### config.mk
export PLATFORM = sky130hd
export DESIGN_NAME = rspc_power_ctrl
export DESIGN_NICKNAME = d
export VERILOG_FILES = /design/src/include/rspc_pkg.sv /design/src/verilog/rspc_power_ctrl.sv /design/src/verilog/rspc_req_chan.sv
export VERILOG_INCLUDE_DIRS = /design/src /design/src/include
export SDC_FILE = /design/constraint.sdc
export NUM_CORES = 1
export LEC_CHECK = 0
export BUFFER_PORTS_ARGS = -buffer_cell sky130_fd_sc_hd__clkbuf_2
export CORE_ASPECT_RATIO = 0.6
export CORE_MARGIN = 3
export CORE_UTILIZATION = 51
export CTS_CLUSTER_DIAMETER = 150
export DETAILED_ROUTE_END_ITERATION = 7
export PLACE_DENSITY_LB_ADDON = 0.2
export SYNTH_ARGS = -nofsm -noshare
export SYNTH_HDL_FRONTEND = slang
export SYNTH_SLANG_ARGS = --single-unit
### constraint.sdc
create_clock -name ref_clk -period 1.6 [get_ports ref_clk]
set_input_delay 0.32 -clock ref_clk [delete_from_list [all_inputs] [get_ports ref_clk]]
set_output_delay 0.32 -clock ref_clk [all_outputs]
set_load 0.02 [all_outputs]
### src/include/rspc_params.svh
`ifndef RSPC_PARAMS_SVH
`define RSPC_PARAMS_SVH
`define RSPC_CTRL_OFFSET    8'h08
`define RSPC_CTRL_RESET     32'h0024_0002
`define RSPC_CTRL_WMASK     32'h03BF_766E
`define RSPC_B_SR_WAKE_REQ  25
`define RSPC_B_SR_WAKE      24
`define RSPC_B_SR_SLEEP     23
`define RSPC_B_SR_RETAIN    21
`define RSPC_B_BK0_WAKE     20
`define RSPC_B_BK0_SLEEP    19
`define RSPC_B_MR_RETAIN    18
`define RSPC_B_MR_AUTO_DS   17
`define RSPC_B_REG_RET_OFF  16
`define RSPC_B_BK3_WAKE     14
`define RSPC_B_BK3_SLEEP    13
`define RSPC_B_BK2_WAKE     10
`define RSPC_B_BK2_SLEEP    9
`define RSPC_B_BK1_WAKE     6
`define RSPC_B_BK1_SLEEP    5
`define RSPC_B_MR_WAKE      3
`define RSPC_B_MR_SLEEP     2
`define RSPC_B_MR_PERMIT    1
`endif

### src/include/rspc_pkg.sv
package rspc_pkg;
  typedef enum logic [1:0] {
    RSPC_REQ_IDLE = 2'b01,
    RSPC_REQ_BUSY = 2'b10
  } rspc_req_state_e;
endpackage : rspc_pkg

### src/verilog/rspc_power_ctrl.sv
// Contract
// - register resets on standby wake too
// - bit 25 radio wake request, resets zero
// - bit 24 wakes radio, self-clears
// - bit 23 sleeps radio, self-clears
// - bit 21 selects radio memory retention
// - bits 20/19 wake/sleep bank 0
// - bits 14/13 wake/sleep bank 3
// - bits 10/9 wake/sleep bank 2
// - bits 6/5 wake/sleep bank 1
// - bit 18 selects main memory retention
// - bit 17 runs auto deep-sleep flow
// - bit 16 disables register retention
// - bit 3 wakes main only if permitted
// - permit falling edge wakes main
// - bit 2 sleeps main only if permitted
// - bit 1 permits gating, resets one
//
// Our own choice: the address-and-strobe port.
`timescale 1ns/1ps
`include "rspc_params.svh"
module rspc_power_ctrl #(
  parameter int NUM_CMD = 12
) (
  // clock and resets
  input  wire logic        ref_clk,
  input  wire logic        nrst,
  input  wire logic        standby_wake,
  // register port
  input  wire logic [7:0]  reg_addr,
  input  wire logic [31:0] reg_wdata,
  input  wire logic        reg_wr,
  input  wire logic        reg_rd,
  output logic      [31:0] reg_rdata,
  // command pulses, index order: sr wake, sr sleep, bk0 w/s, bk1 w/s,
  // bk2 w/s, bk3 w/s, main wake, main sleep
  output logic [11:0]      cmd_pulse,
  input  wire logic [11:0] cmd_ack,
  // levels to the domains
  output logic             short_radio_wake_request,
  output logic             short_radio_mem_retain,
  output logic             main_radio_mem_retain,
  output logic             main_radio_auto_deepsleep,
  output logic             register_retain_off,
  output logic             main_radio_gating_permit
);
  if (NUM_CMD != 12) begin : g_bad_num_cmd
    $error("NUM_CMD must be 12");
  end

  logic        wr_hit;
  logic [31:0] wv;
  logic [11:0] set_cmd;
  logic [11:0] pend;
  logic        permit_fall;
  logic        main_wake_set;
  logic [31:0] ctrl_view;

  assign wr_hit = reg_wr && (reg_addr == `RSPC_CTRL_OFFSET);
  assign wv     = reg_wdata & `RSPC_CTRL_WMASK;

  function automatic logic wbit(input logic [31:0] d, input int b);
    return d[b];
  endfunction : wbit

  // permit drops 1->0 by software write: also a wake of the main domain
  assign permit_fall = wr_hit && main_radio_gating_permit &&
                       !wbit(wv, `RSPC_B_MR_PERMIT);
  // wake/sleep honoured only while gating was permitted
  assign main_wake_set = (wr_hit && main_radio_gating_permit &&
                          wbit(wv, `RSPC_B_MR_WAKE)) || permit_fall;

  always_comb begin
    set_cmd     = '0;
    set_cmd[0]  = wr_hit && wbit(wv, `RSPC_B_SR_WAKE);
    set_cmd[1]  = wr_hit && wbit(wv, `RSPC_B_SR_SLEEP);
    set_cmd[2]  = wr_hit && wbit(wv, `RSPC_B_BK0_WAKE);
    set_cmd[3]  = wr_hit && wbit(wv, `RSPC_B_BK0_SLEEP);
    set_cmd[4]  = wr_hit && wbit(wv, `RSPC_B_BK1_WAKE);
    set_cmd[5]  = wr_hit && wbit(wv, `RSPC_B_BK1_SLEEP);
    set_cmd[6]  = wr_hit && wbit(wv, `RSPC_B_BK2_WAKE);
    set_cmd[7]  = wr_hit && wbit(wv, `RSPC_B_BK2_SLEEP);
    set_cmd[8]  = wr_hit && wbit(wv, `RSPC_B_BK3_WAKE);
    set_cmd[9]  = wr_hit && wbit(wv, `RSPC_B_BK3_SLEEP);
    set_cmd[10] = main_wake_set;
    set_cmd[11] = wr_hit && main_radio_gating_permit &&
                  wbit(wv, `RSPC_B_MR_SLEEP);
  end

  // standby wake acts as a synchronous reset of the whole register
  logic reg_clr;
  assign reg_clr = standby_wake;

  genvar gi;
  generate
    for (gi = 0; gi < 12; gi++) begin : g_cmd
      rspc_req_chan u_chan (
        .ref_clk   (ref_clk),
        .nrst      (nrst),
        .set_req   (set_cmd[gi] && !reg_clr),
        .pending   (pend[gi]),
        .req_pulse (cmd_pulse[gi]),
        // standby clear acts as a forced ack: no reset made of logic
        .ack       (cmd_ack[gi] || reg_clr)
      );
    end
  endgenerate

  always_ff @(posedge ref_clk or negedge nrst) begin
    if (!nrst) begin
      short_radio_wake_request  <= 1'b0;
      short_radio_mem_retain    <= 1'b1;
      main_radio_mem_retain     <= 1'b1;
      main_radio_auto_deepsleep <= 1'b0;
      register_retain_off       <= 1'b0;
      main_radio_gating_permit  <= 1'b1;
    end else if (reg_clr) begin
      short_radio_wake_request  <= 1'b0;
      short_radio_mem_retain    <= 1'b1;
      main_radio_mem_retain     <= 1'b1;
      main_radio_auto_deepsleep <= 1'b0;
      register_retain_off       <= 1'b0;
      main_radio_gating_permit  <= 1'b1;
    end else if (wr_hit) begin
      short_radio_wake_request  <= wbit(wv, `RSPC_B_SR_WAKE_REQ);
      short_radio_mem_retain    <= wbit(wv, `RSPC_B_SR_RETAIN);
      main_radio_mem_retain     <= wbit(wv, `RSPC_B_MR_RETAIN);
      main_radio_auto_deepsleep <= wbit(wv, `RSPC_B_MR_AUTO_DS);
      register_retain_off       <= wbit(wv, `RSPC_B_REG_RET_OFF);
      main_radio_gating_permit  <= wbit(wv, `RSPC_B_MR_PERMIT);
    end
  end

  always_comb begin
    ctrl_view = '0;
    ctrl_view[`RSPC_B_SR_WAKE_REQ] = short_radio_wake_request;
    ctrl_view[`RSPC_B_SR_WAKE]     = pend[0];
    ctrl_view[`RSPC_B_SR_SLEEP]    = pend[1];
    ctrl_view[`RSPC_B_SR_RETAIN]   = short_radio_mem_retain;
    ctrl_view[`RSPC_B_BK0_WAKE]    = pend[2];
    ctrl_view[`RSPC_B_BK0_SLEEP]   = pend[3];
    ctrl_view[`RSPC_B_MR_RETAIN]   = main_radio_mem_retain;
    ctrl_view[`RSPC_B_MR_AUTO_DS]  = main_radio_auto_deepsleep;
    ctrl_view[`RSPC_B_REG_RET_OFF] = register_retain_off;
    ctrl_view[`RSPC_B_BK3_WAKE]    = pend[8];
    ctrl_view[`RSPC_B_BK3_SLEEP]   = pend[9];
    ctrl_view[`RSPC_B_BK2_WAKE]    = pend[6];
    ctrl_view[`RSPC_B_BK2_SLEEP]   = pend[7];
    ctrl_view[`RSPC_B_BK1_WAKE]    = pend[4];
    ctrl_view[`RSPC_B_BK1_SLEEP]   = pend[5];
    ctrl_view[`RSPC_B_MR_WAKE]     = pend[10];
    ctrl_view[`RSPC_B_MR_SLEEP]    = pend[11];
    ctrl_view[`RSPC_B_MR_PERMIT]   = main_radio_gating_permit;
  end

  // unmapped reads return zero
  always_ff @(posedge ref_clk or negedge nrst) begin
    if (!nrst) begin
      reg_rdata <= 32'h0000_0000;
    end else if (reg_rd && reg_addr == `RSPC_CTRL_OFFSET) begin
      reg_rdata <= ctrl_view;
    end else begin
      reg_rdata <= 32'h0000_0000;
    end
  end

  property p_wake_gated;
    @(posedge ref_clk) disable iff (!nrst)
      (wr_hit && !main_radio_gating_permit && !reg_clr && !pend[10])
        |=> !cmd_pulse[10];
  endproperty
  a_wake_gated: assert property (p_wake_gated)
    else $error("main wake without permit");

  property p_sleep_gated;
    @(posedge ref_clk) disable iff (!nrst)
      (wr_hit && !main_radio_gating_permit && !reg_clr && !pend[11])
        |=> !cmd_pulse[11];
  endproperty
  a_sleep_gated: assert property (p_sleep_gated)
    else $error("main sleep without permit");

  property p_fall_wakes;
    @(posedge ref_clk) disable iff (!nrst)
      (permit_fall && !pend[10] && !reg_clr) |=> cmd_pulse[10] && pend[10];
  endproperty
  a_fall_wakes: assert property (p_fall_wakes)
    else $error("permit drop did not wake main");

  property p_standby_reset;
    @(posedge ref_clk) disable iff (!nrst)
      standby_wake |=> main_radio_gating_permit && main_radio_mem_retain
        && short_radio_mem_retain
        && !short_radio_wake_request && (pend == 12'h000);
  endproperty
  a_standby_reset: assert property (p_standby_reset)
    else $error("standby wake did not reset");

  property p_bank0_wake;
    @(posedge ref_clk) disable iff (!nrst)
      (set_cmd[2] && !pend[2] && !reg_clr) |=> cmd_pulse[2] ##1 !cmd_pulse[2];
  endproperty
  a_bank0_wake: assert property (p_bank0_wake)
    else $error("bank0 wake pulse wrong");

  property p_radio_wake;
    @(posedge ref_clk) disable iff (!nrst)
      (set_cmd[0] && !pend[0] && !reg_clr) |=> pend[0] && cmd_pulse[0];
  endproperty
  a_radio_wake: assert property (p_radio_wake)
    else $error("radio wake not issued");

  property p_radio_sleep;
    @(posedge ref_clk) disable iff (!nrst)
      (set_cmd[1] && !pend[1] && !reg_clr) |=> pend[1] && cmd_pulse[1];
  endproperty
  a_radio_sleep: assert property (p_radio_sleep)
    else $error("radio sleep not issued");

  property p_readback;
    @(posedge ref_clk) disable iff (!nrst)
      (reg_rd && reg_addr == `RSPC_CTRL_OFFSET)
        |=> reg_rdata[`RSPC_B_MR_PERMIT] == $past(main_radio_gating_permit);
  endproperty
  a_readback: assert property (p_readback)
    else $error("permit readback wrong");

  property p_wake_req;
    @(posedge ref_clk) disable iff (!nrst)
      (wr_hit && !reg_clr)
        |=> short_radio_wake_request == $past(reg_wdata[`RSPC_B_SR_WAKE_REQ]);
  endproperty
  a_wake_req: assert property (p_wake_req)
    else $error("wake request bit not written");

  property p_sr_retain;
    @(posedge ref_clk) disable iff (!nrst)
      (wr_hit && !reg_clr)
        |=> short_radio_mem_retain == $past(reg_wdata[`RSPC_B_SR_RETAIN]);
  endproperty
  a_sr_retain: assert property (p_sr_retain)
    else $error("radio retention bit not written");

  property p_mr_retain;
    @(posedge ref_clk) disable iff (!nrst)
      (wr_hit && !reg_clr)
        |=> main_radio_mem_retain == $past(reg_wdata[`RSPC_B_MR_RETAIN]);
  endproperty
  a_mr_retain: assert property (p_mr_retain)
    else $error("main retention bit not written");

  property p_auto_ds;
    @(posedge ref_clk) disable iff (!nrst)
      (wr_hit && !reg_clr)
        |=> main_radio_auto_deepsleep == $past(reg_wdata[`RSPC_B_MR_AUTO_DS]);
  endproperty
  a_auto_ds: assert property (p_auto_ds)
    else $error("auto deep-sleep bit not written");

  property p_ret_off;
    @(posedge ref_clk) disable iff (!nrst)
      (wr_hit && !reg_clr)
        |=> register_retain_off == $past(reg_wdata[`RSPC_B_REG_RET_OFF]);
  endproperty
  a_ret_off: assert property (p_ret_off)
    else $error("retention disable bit not written");

  property p_permit_wr;
    @(posedge ref_clk) disable iff (!nrst)
      (wr_hit && !reg_clr)
        |=> main_radio_gating_permit == $past(reg_wdata[`RSPC_B_MR_PERMIT]);
  endproperty
  a_permit_wr: assert property (p_permit_wr)
    else $error("permit bit not written");

  property p_bank1_wake;
    @(posedge ref_clk) disable iff (!nrst)
      (set_cmd[4] && !pend[4] && !reg_clr) |=> cmd_pulse[4] && pend[4];
  endproperty
  a_bank1_wake: assert property (p_bank1_wake)
    else $error("bank1 wake not issued");

  property p_bank2_sleep;
    @(posedge ref_clk) disable iff (!nrst)
      (set_cmd[7] && !pend[7] && !reg_clr) |=> cmd_pulse[7] && pend[7];
  endproperty
  a_bank2_sleep: assert property (p_bank2_sleep)
    else $error("bank2 sleep not issued");

  property p_bank3_wake;
    @(posedge ref_clk) disable iff (!nrst)
      (set_cmd[8] && !pend[8] && !reg_clr) |=> cmd_pulse[8] && pend[8];
  endproperty
  a_bank3_wake: assert property (p_bank3_wake)
    else $error("bank3 wake not issued");

  property p_main_wake;
    @(posedge ref_clk) disable iff (!nrst)
      (wr_hit && main_radio_gating_permit && reg_wdata[`RSPC_B_MR_WAKE]
        && !pend[10] && !reg_clr) |=> cmd_pulse[10] && pend[10];
  endproperty
  a_main_wake: assert property (p_main_wake)
    else $error("permitted main wake not issued");

  property p_pend_holds;
    @(posedge ref_clk) disable iff (!nrst)
      !reg_clr |=> (($past(pend) & ~$past(cmd_ack) & ~pend) == 12'h000);
  endproperty
  a_pend_holds: assert property (p_pend_holds)
    else $error("pending bit dropped without ack");

  property p_ack_drops;
    @(posedge ref_clk) disable iff (!nrst)
      ((pend & cmd_ack) != 12'h000)
        |=> ((pend & $past(pend & cmd_ack)) == 12'h000);
  endproperty
  a_ack_drops: assert property (p_ack_drops)
    else $error("pending bit kept after ack");
endmodule : rspc_power_ctrl

### src/verilog/rspc_req_chan.sv
`timescale 1ns/1ps
// one self-clearing request: pulse to the domain, hold until acknowledged
module rspc_req_chan (
  // clock and reset
  input  wire logic ref_clk,
  input  wire logic nrst,
  // request side
  input  wire logic set_req,
  output logic      pending,
  // domain side
  output logic      req_pulse,
  input  wire logic ack
);
  rspc_pkg::rspc_req_state_e state_ff;
  rspc_pkg::rspc_req_state_e nxt_state;

  always_comb begin
    nxt_state = state_ff;
    case (state_ff)
      rspc_pkg::RSPC_REQ_IDLE: begin
        if (set_req) nxt_state = rspc_pkg::RSPC_REQ_BUSY;
      end
      rspc_pkg::RSPC_REQ_BUSY: begin
        if (ack) nxt_state = rspc_pkg::RSPC_REQ_IDLE;
      end
      default: begin
        nxt_state = rspc_pkg::RSPC_REQ_IDLE;
      end
    endcase
  end

  always_ff @(posedge ref_clk or negedge nrst) begin
    if (!nrst) begin
      state_ff <= rspc_pkg::RSPC_REQ_IDLE;
    end else begin
      state_ff <= nxt_state;
    end
  end

  // pulse on the first cycle only, so the domain sees one command
  always_ff @(posedge ref_clk or negedge nrst) begin
    if (!nrst) begin
      req_pulse <= 1'b0;
    end else begin
      req_pulse <= set_req && (state_ff == rspc_pkg::RSPC_REQ_IDLE);
    end
  end

  assign pending = (state_ff == rspc_pkg::RSPC_REQ_BUSY);

  property p_ack_clears;
    @(posedge ref_clk) disable iff (!nrst)
      (pending && ack) |=> !pending;
  endproperty
  a_ack_clears: assert property (p_ack_clears)
    else $error("ack not clearing");
endmodule : rspc_req_chan
## Word level (Yosys, flattened, before mapping)

Index checks and enable logic that the tools add are counted.

| word-level totals | value |
|---|---|
| flip-flop bits (word level) | 68 |
| logic and storage cells | 197 |

| cells by class | value |
|---|---|
| equal/unequal tests | 49 |
| mux-type cells | 49 |
| reductions and logical operators | 68 |

Operator list:

| cell | number |
|---|---|
| two-way mux 2 bit | 24 |
| one-hot mux 2 bit (2 select lines) | 12 |
| logical AND 1 bit | 40 |
| two-way mux 26 bit | 1 |
| equality test 2 x 1 -> 1 bit, second input constant | 12 |
| equality test 2 bit, second input constant | 12 |
| inequality test 2 x 1 -> 1 bit, second input constant | 12 |
| inequality test 2 bit, second input constant | 12 |
| AND reduction 2 bit | 12 |
| logical OR 1 bit | 13 |
| two-way mux 1 bit | 12 |
| equality test 8 x 4 -> 1 bit, second input constant | 1 |
| zero test 1 bit | 2 |
| nonzero test 2 bit | 1 |

## Longest topological paths before layout

| depth | value |
|---|---|
| depth in word-level cells | 8 |
| mapped depth | 5 |
| mapped depth without buffers | 3 |

## Hierarchy

Synthesis repeated with hierarchy kept, for this count alone.

| second synthesis, totals | value |
|---|---|
| cells, all modules | 222 |
| area, all modules | 2638.8 µm² |

Modules (own cells, without submodules):

| module | times used | cells an instance | area an instance (µm²) | seq. area each (µm²) |
|---|---|---|---|---|
| rspc_req_chan | 12 | 9 | 117.6 | 76.3 |
| rspc_power_ctrl | 1 | 114 | 1227.4 | 604.3 |

## Worst setup path before layout

No wires, ideal clock.

| timing | value |
|---|---|
| path kind | input -> register |
| start | in reg_addr[1] |
| end | reg g_cmd[0].u_chan.state_ff[1] |
| data arrival time | 1287 ps |
| required time | 1536 ps |
| setup slack | 249 ps |
| stages on the path | 5 |
| buffers on the path | 2 |
| path through | nor4b_4 > and4b_1 > buf_6 > buf_8 > a31o_2 |

| on the way | value |
|---|---|
| cells in the longest elaborated chain, start to end | 6 |

RTL lines:

| element | line | text |
|---|---|---|
| start: declaration | rspc_power_ctrl.sv:30 | `input wire logic [7:0] reg_addr,` |
| equality test 8 x 4 -> 1 bit (no line) | n/a |  |
| logical AND 1 bit | rspc_power_ctrl.sv:59 | `` assign wr_hit = reg_wr && (reg_addr == `RSPC_CTRL_OFFSET); `` |
| logical AND 1 bit | rspc_power_ctrl.sv:75 | `` set_cmd[0] = wr_hit && wbit(wv, `RSPC_B_SR_WAKE); `` |
| logical AND 1 bit | rspc_power_ctrl.sv:100 | `.set_req (set_cmd[gi] && !reg_clr),` |
| inequality test 2 x 1 -> 1 bit (no line) | n/a |  |
| AND reduction 2 bit (no line) | n/a |  |
| end signal: assignment | rspc_req_chan.sv:34 | `state_ff <= rspc_pkg::RSPC_REQ_IDLE;` |
| end signal: assignment | rspc_req_chan.sv:36 | `state_ff <= nxt_state;` |
| end: declaration | rspc_req_chan.sv:14 | `rspc_pkg::rspc_req_state_e state_ff;` |

No other way between the ends.
A chain may end at the register's enable or synchronous reset.

## Worst setup path after layout

| timing | value |
|---|---|
| start | reg main_radio_gating_permit |
| end | out main_radio_gating_permit |

RTL lines:

| element | line | text |
|---|---|---|
| start: declaration | rspc_power_ctrl.sv:45 | `output logic main_radio_gating_permit` |
| start signal: assignment | rspc_power_ctrl.sv:130 | `` main_radio_gating_permit <= wbit(wv, `RSPC_B_MR_PERMIT); `` |

No word-level cell between the ends.

==> impl_metrics.yaml <==
global_routing:
  antenna_found_initial: 0
  grt_max_degree: 61
  first_global_vias: 1620
  grt_overflow: 0
  grt_pass1_wl_um: 7820
  grtUsageTotal_pct: 18.9
power_and_ir_drop:
  vdd_ir_drop_max_v: 0.000637
  leakagePower_nw: 1.57
  pwr-share-clk_pct: 47.0
  combinationalPowerShare_pct: 5.3
  p_sw_w: 0.000688
  p_seq_share_pct: 47.7
  p_int_w: 0.00250
  p_sw_share_pct: 21.6
  power_density_nw_per_um2: 1040
detailed_routing:
  post_drt_via_cell_ratio: 4.98
  wl_per_cell_um: 14.0
  first_iter_violations: 73
  vias: 1709
  drt_first_pass_iters: 4
  antenna_left: 0
  drt_wl_total_um: 4800
  drc: 0
timing:
  fmax_mhz: 706
  maxSlewViolCount: 0
  setup_viol: 0
  setup_ws_ps: 183
  fin_skew_ps: 7.95
  tns_ps: 0
  hold_violations: 0
  rsz0062_at_grt: "no"
  fin_crit_sh_pct: 88.6
  period_needed_ps: 1420
synthesis:
  synth_top_area_share_pct: 45.5
  synth-seq-cells: 60
  syn_area_per_cell_um2: 12.5
  syn_inst: 198
  syn-cell-area_um2: 2470
  ys_seq_area_share_pct: 61.5
  synthDistinctLibCells: 29
  yosysTopAreaCell: "dfrtp_1"
  ys.warnings.count: 0
  ys_top_cells_by_area: "dfrtp_1 (46%), dfstp_2 (16%), buf_4 (8.2%), a31o_2 (3.9%), nand2b_1 (3.0%)"
critical_path:
  slowest_stage: "dfstp_2"
  crit_path_start: "main_radio_gating_permit$_DFFE_PN1P_"
  worst-path-max-fanout: 5
  required_ps: 1280
  worstSetupPathType: "flip-flop to output port"
  slowest_delay_ps: 580
  path_buf_inv: 1
  cp.arrival_ps: 1100
  cp-start-kind: "flip-flop"
  path_delay_family: "flip-flops"
  crit_chain: "clkbuf_2"
  worstReg2RegStart: "g_cmd[7].u_chan.state_ff[0]$_DFFE_PN1P_"
  setup.worst_path.end_class: "output port"
clock_tree:
  cts_tree: "done"
  cts_resized: 0
  clk_pin_slew_worst_paths_ps: 70
  htree_levels: 3
  cts_max_path_buffers: 2
  cts_root_buffer: "clkbuf_8"
  worst_skew_pair.late_latency_ps: 330
  numCtsBuffers: 9
  cts.sinks: 60
place:
  place_area_um2: 2830
  preCtsSetupSlack_ps: 85.5
  place_hpwl_um: 3400
  gp_congestion: 0.755
  dp_cells: 326
  port_buffers: 78
final_layout:
  finish.instance_area_um2: 3070
  drive_gt1_share_pct: 46.6
  areaGrowthSynthToFinish_pct: 24.0
  antennaDiodeCount: 0
  fill_cells: 332
  final_cell_mix: "clkbuf_2 (78), dfrtp_1 (45), dfstp_2 (15)"
  final_cells: 343
  final_common_cell: "clkbuf_2"
  layout.nets: 335
floorplanning:
  die_w_um: 95.9
  placeableCoreArea_um2: 4370
  initial_utilization_pct: 56.6
  dieArea_um2: 5750
  num_rows: 18
  die-height_um: 59.9
  ioPinCount: 107
worst_hold_path:
  hold_path_class: "input pin to flip-flop"
  min_from: "reg_wdata[25]"
job:
  cap_violations: 0
run_status:
  status: "finished, final reports clean"
-- layer usage --
| layer | wire (um) | vias up | track usage (%) |
|---|---|---|---|
| met5 | 0 | - | 0 |
| met4 | 40 | 0 | 6.68 |
| met3 | 406 | 5 | 7.42 |
| met2 | 2180 | 76 | 26.7 |
| met1 | 2170 | 813 | 26.5 |
| li1 | - | 815 | - |
-- registers in the layout, indices dropped and copies added, names as in the netlist --
name,count
g_cmd.u_chan.state_ff,24
reg_rdata,18
g_cmd.u_chan.req_pulse,12
main_radio_auto_deepsleep,1
main_radio_gating_permit,1
main_radio_mem_retain,1
register_retain_off,1
short_radio_mem_retain,1
short_radio_wake_request,1
-- per-stage QoR --
step	total power (W)	hold WS [ps]	utilization (%)
final	0.00319	234	70.2
after floorplan	0.00163	24.4	-
after global placement	0.00171	350	64.8
after CTS	0.00324	205	70.2
after global routing	0.00332	217	70.2
after detailed placement	0.00171	348	64.8
-- final timing paths --
check	endpoint	slack (ps)	cells past startpoint
setup / recovery	main_radio_gating_permit	180	1
hold / removal	short_radio_wake_request$_DFFE_PN0P_	230	2
setup reg to reg	g_cmd[7].u_chan.state_ff[1]$_DFFE_PN0P_	530	3
hold reg to reg	reg_rdata[16]$_DFF_PN0_	520	1
max in group asynchronous	main_radio_mem_retain$_DFFE_PN1P_	760	3
min in group asynchronous	g_cmd[11].u_chan.req_pulse$_DFF_PN0_	540	3
-- repair_timing --
item | in CTS | in global routing
hold endpoints to repair | 45 | 0
hold buffers | 1 | 0
buffers inserted | 0 | 0
-- final cells by class --
class	count	area [um^2]	share of cell area, %
multi-input cells	119	754	24.6
repair buffers	88	493	16.1
clock inverters	6	87.6	2.85
clock buffers	10	138	4.49
well taps	60	75.1	2.45
flip-flops and latches	60	1520	49.6
-- power groups by stage --
stage	Clock [W]	Combinational, W	Sequential, W
2_1_floorplan	0	0.0000869	0.00155
3_3_place_gp	0	0.000166	0.00155
3_5_place_dp	0	0.000167	0.00155
4_1_cts	0.00155	0.000171	0.00152
5_1_grt	0.00162	0.000188	0.00152
6_report	0.00150	0.000168	0.00152
-- cells in the mapped netlist --
cell,count
o22a_1,4
nand4b_2,1
or3_1,1
dfstp_2,15
nor3_1,10
a31oi_1,11
nand2b_1,12
nor4b_4,1
nor3b_1,1
conb_1,1
and4b_1,1
and2_1,6
a22o_1,3
a31o_2,11
nand4b_1,2
o21ai_0,1
nor2_1,14
nand3_1,1
dfrtp_1,45
clkbuf_1,2
nand2_1,1
nor2b_1,10
o21a_1,1
buf_8,1
buf_4,27
nor4_4,1
buf_6,2
and3_1,11
o22ai_1,1
-- cell families (layout without fill, tap and decap cells) --
| kind of cell | Yosys count | after routing | share of synthesized area, % |
|---|---|---|---|
| other cells | 1 | 14 | 0.152 |
| buf+inv | 32 | 104 | 10.0 |
| flops | 60 | 60 | 61.5 |
| compound gates | 32 | 32 | 9.91 |
| simple gates | 73 | 73 | 18.5 |
Note: power is estimated with default switching activity, not from simulation.
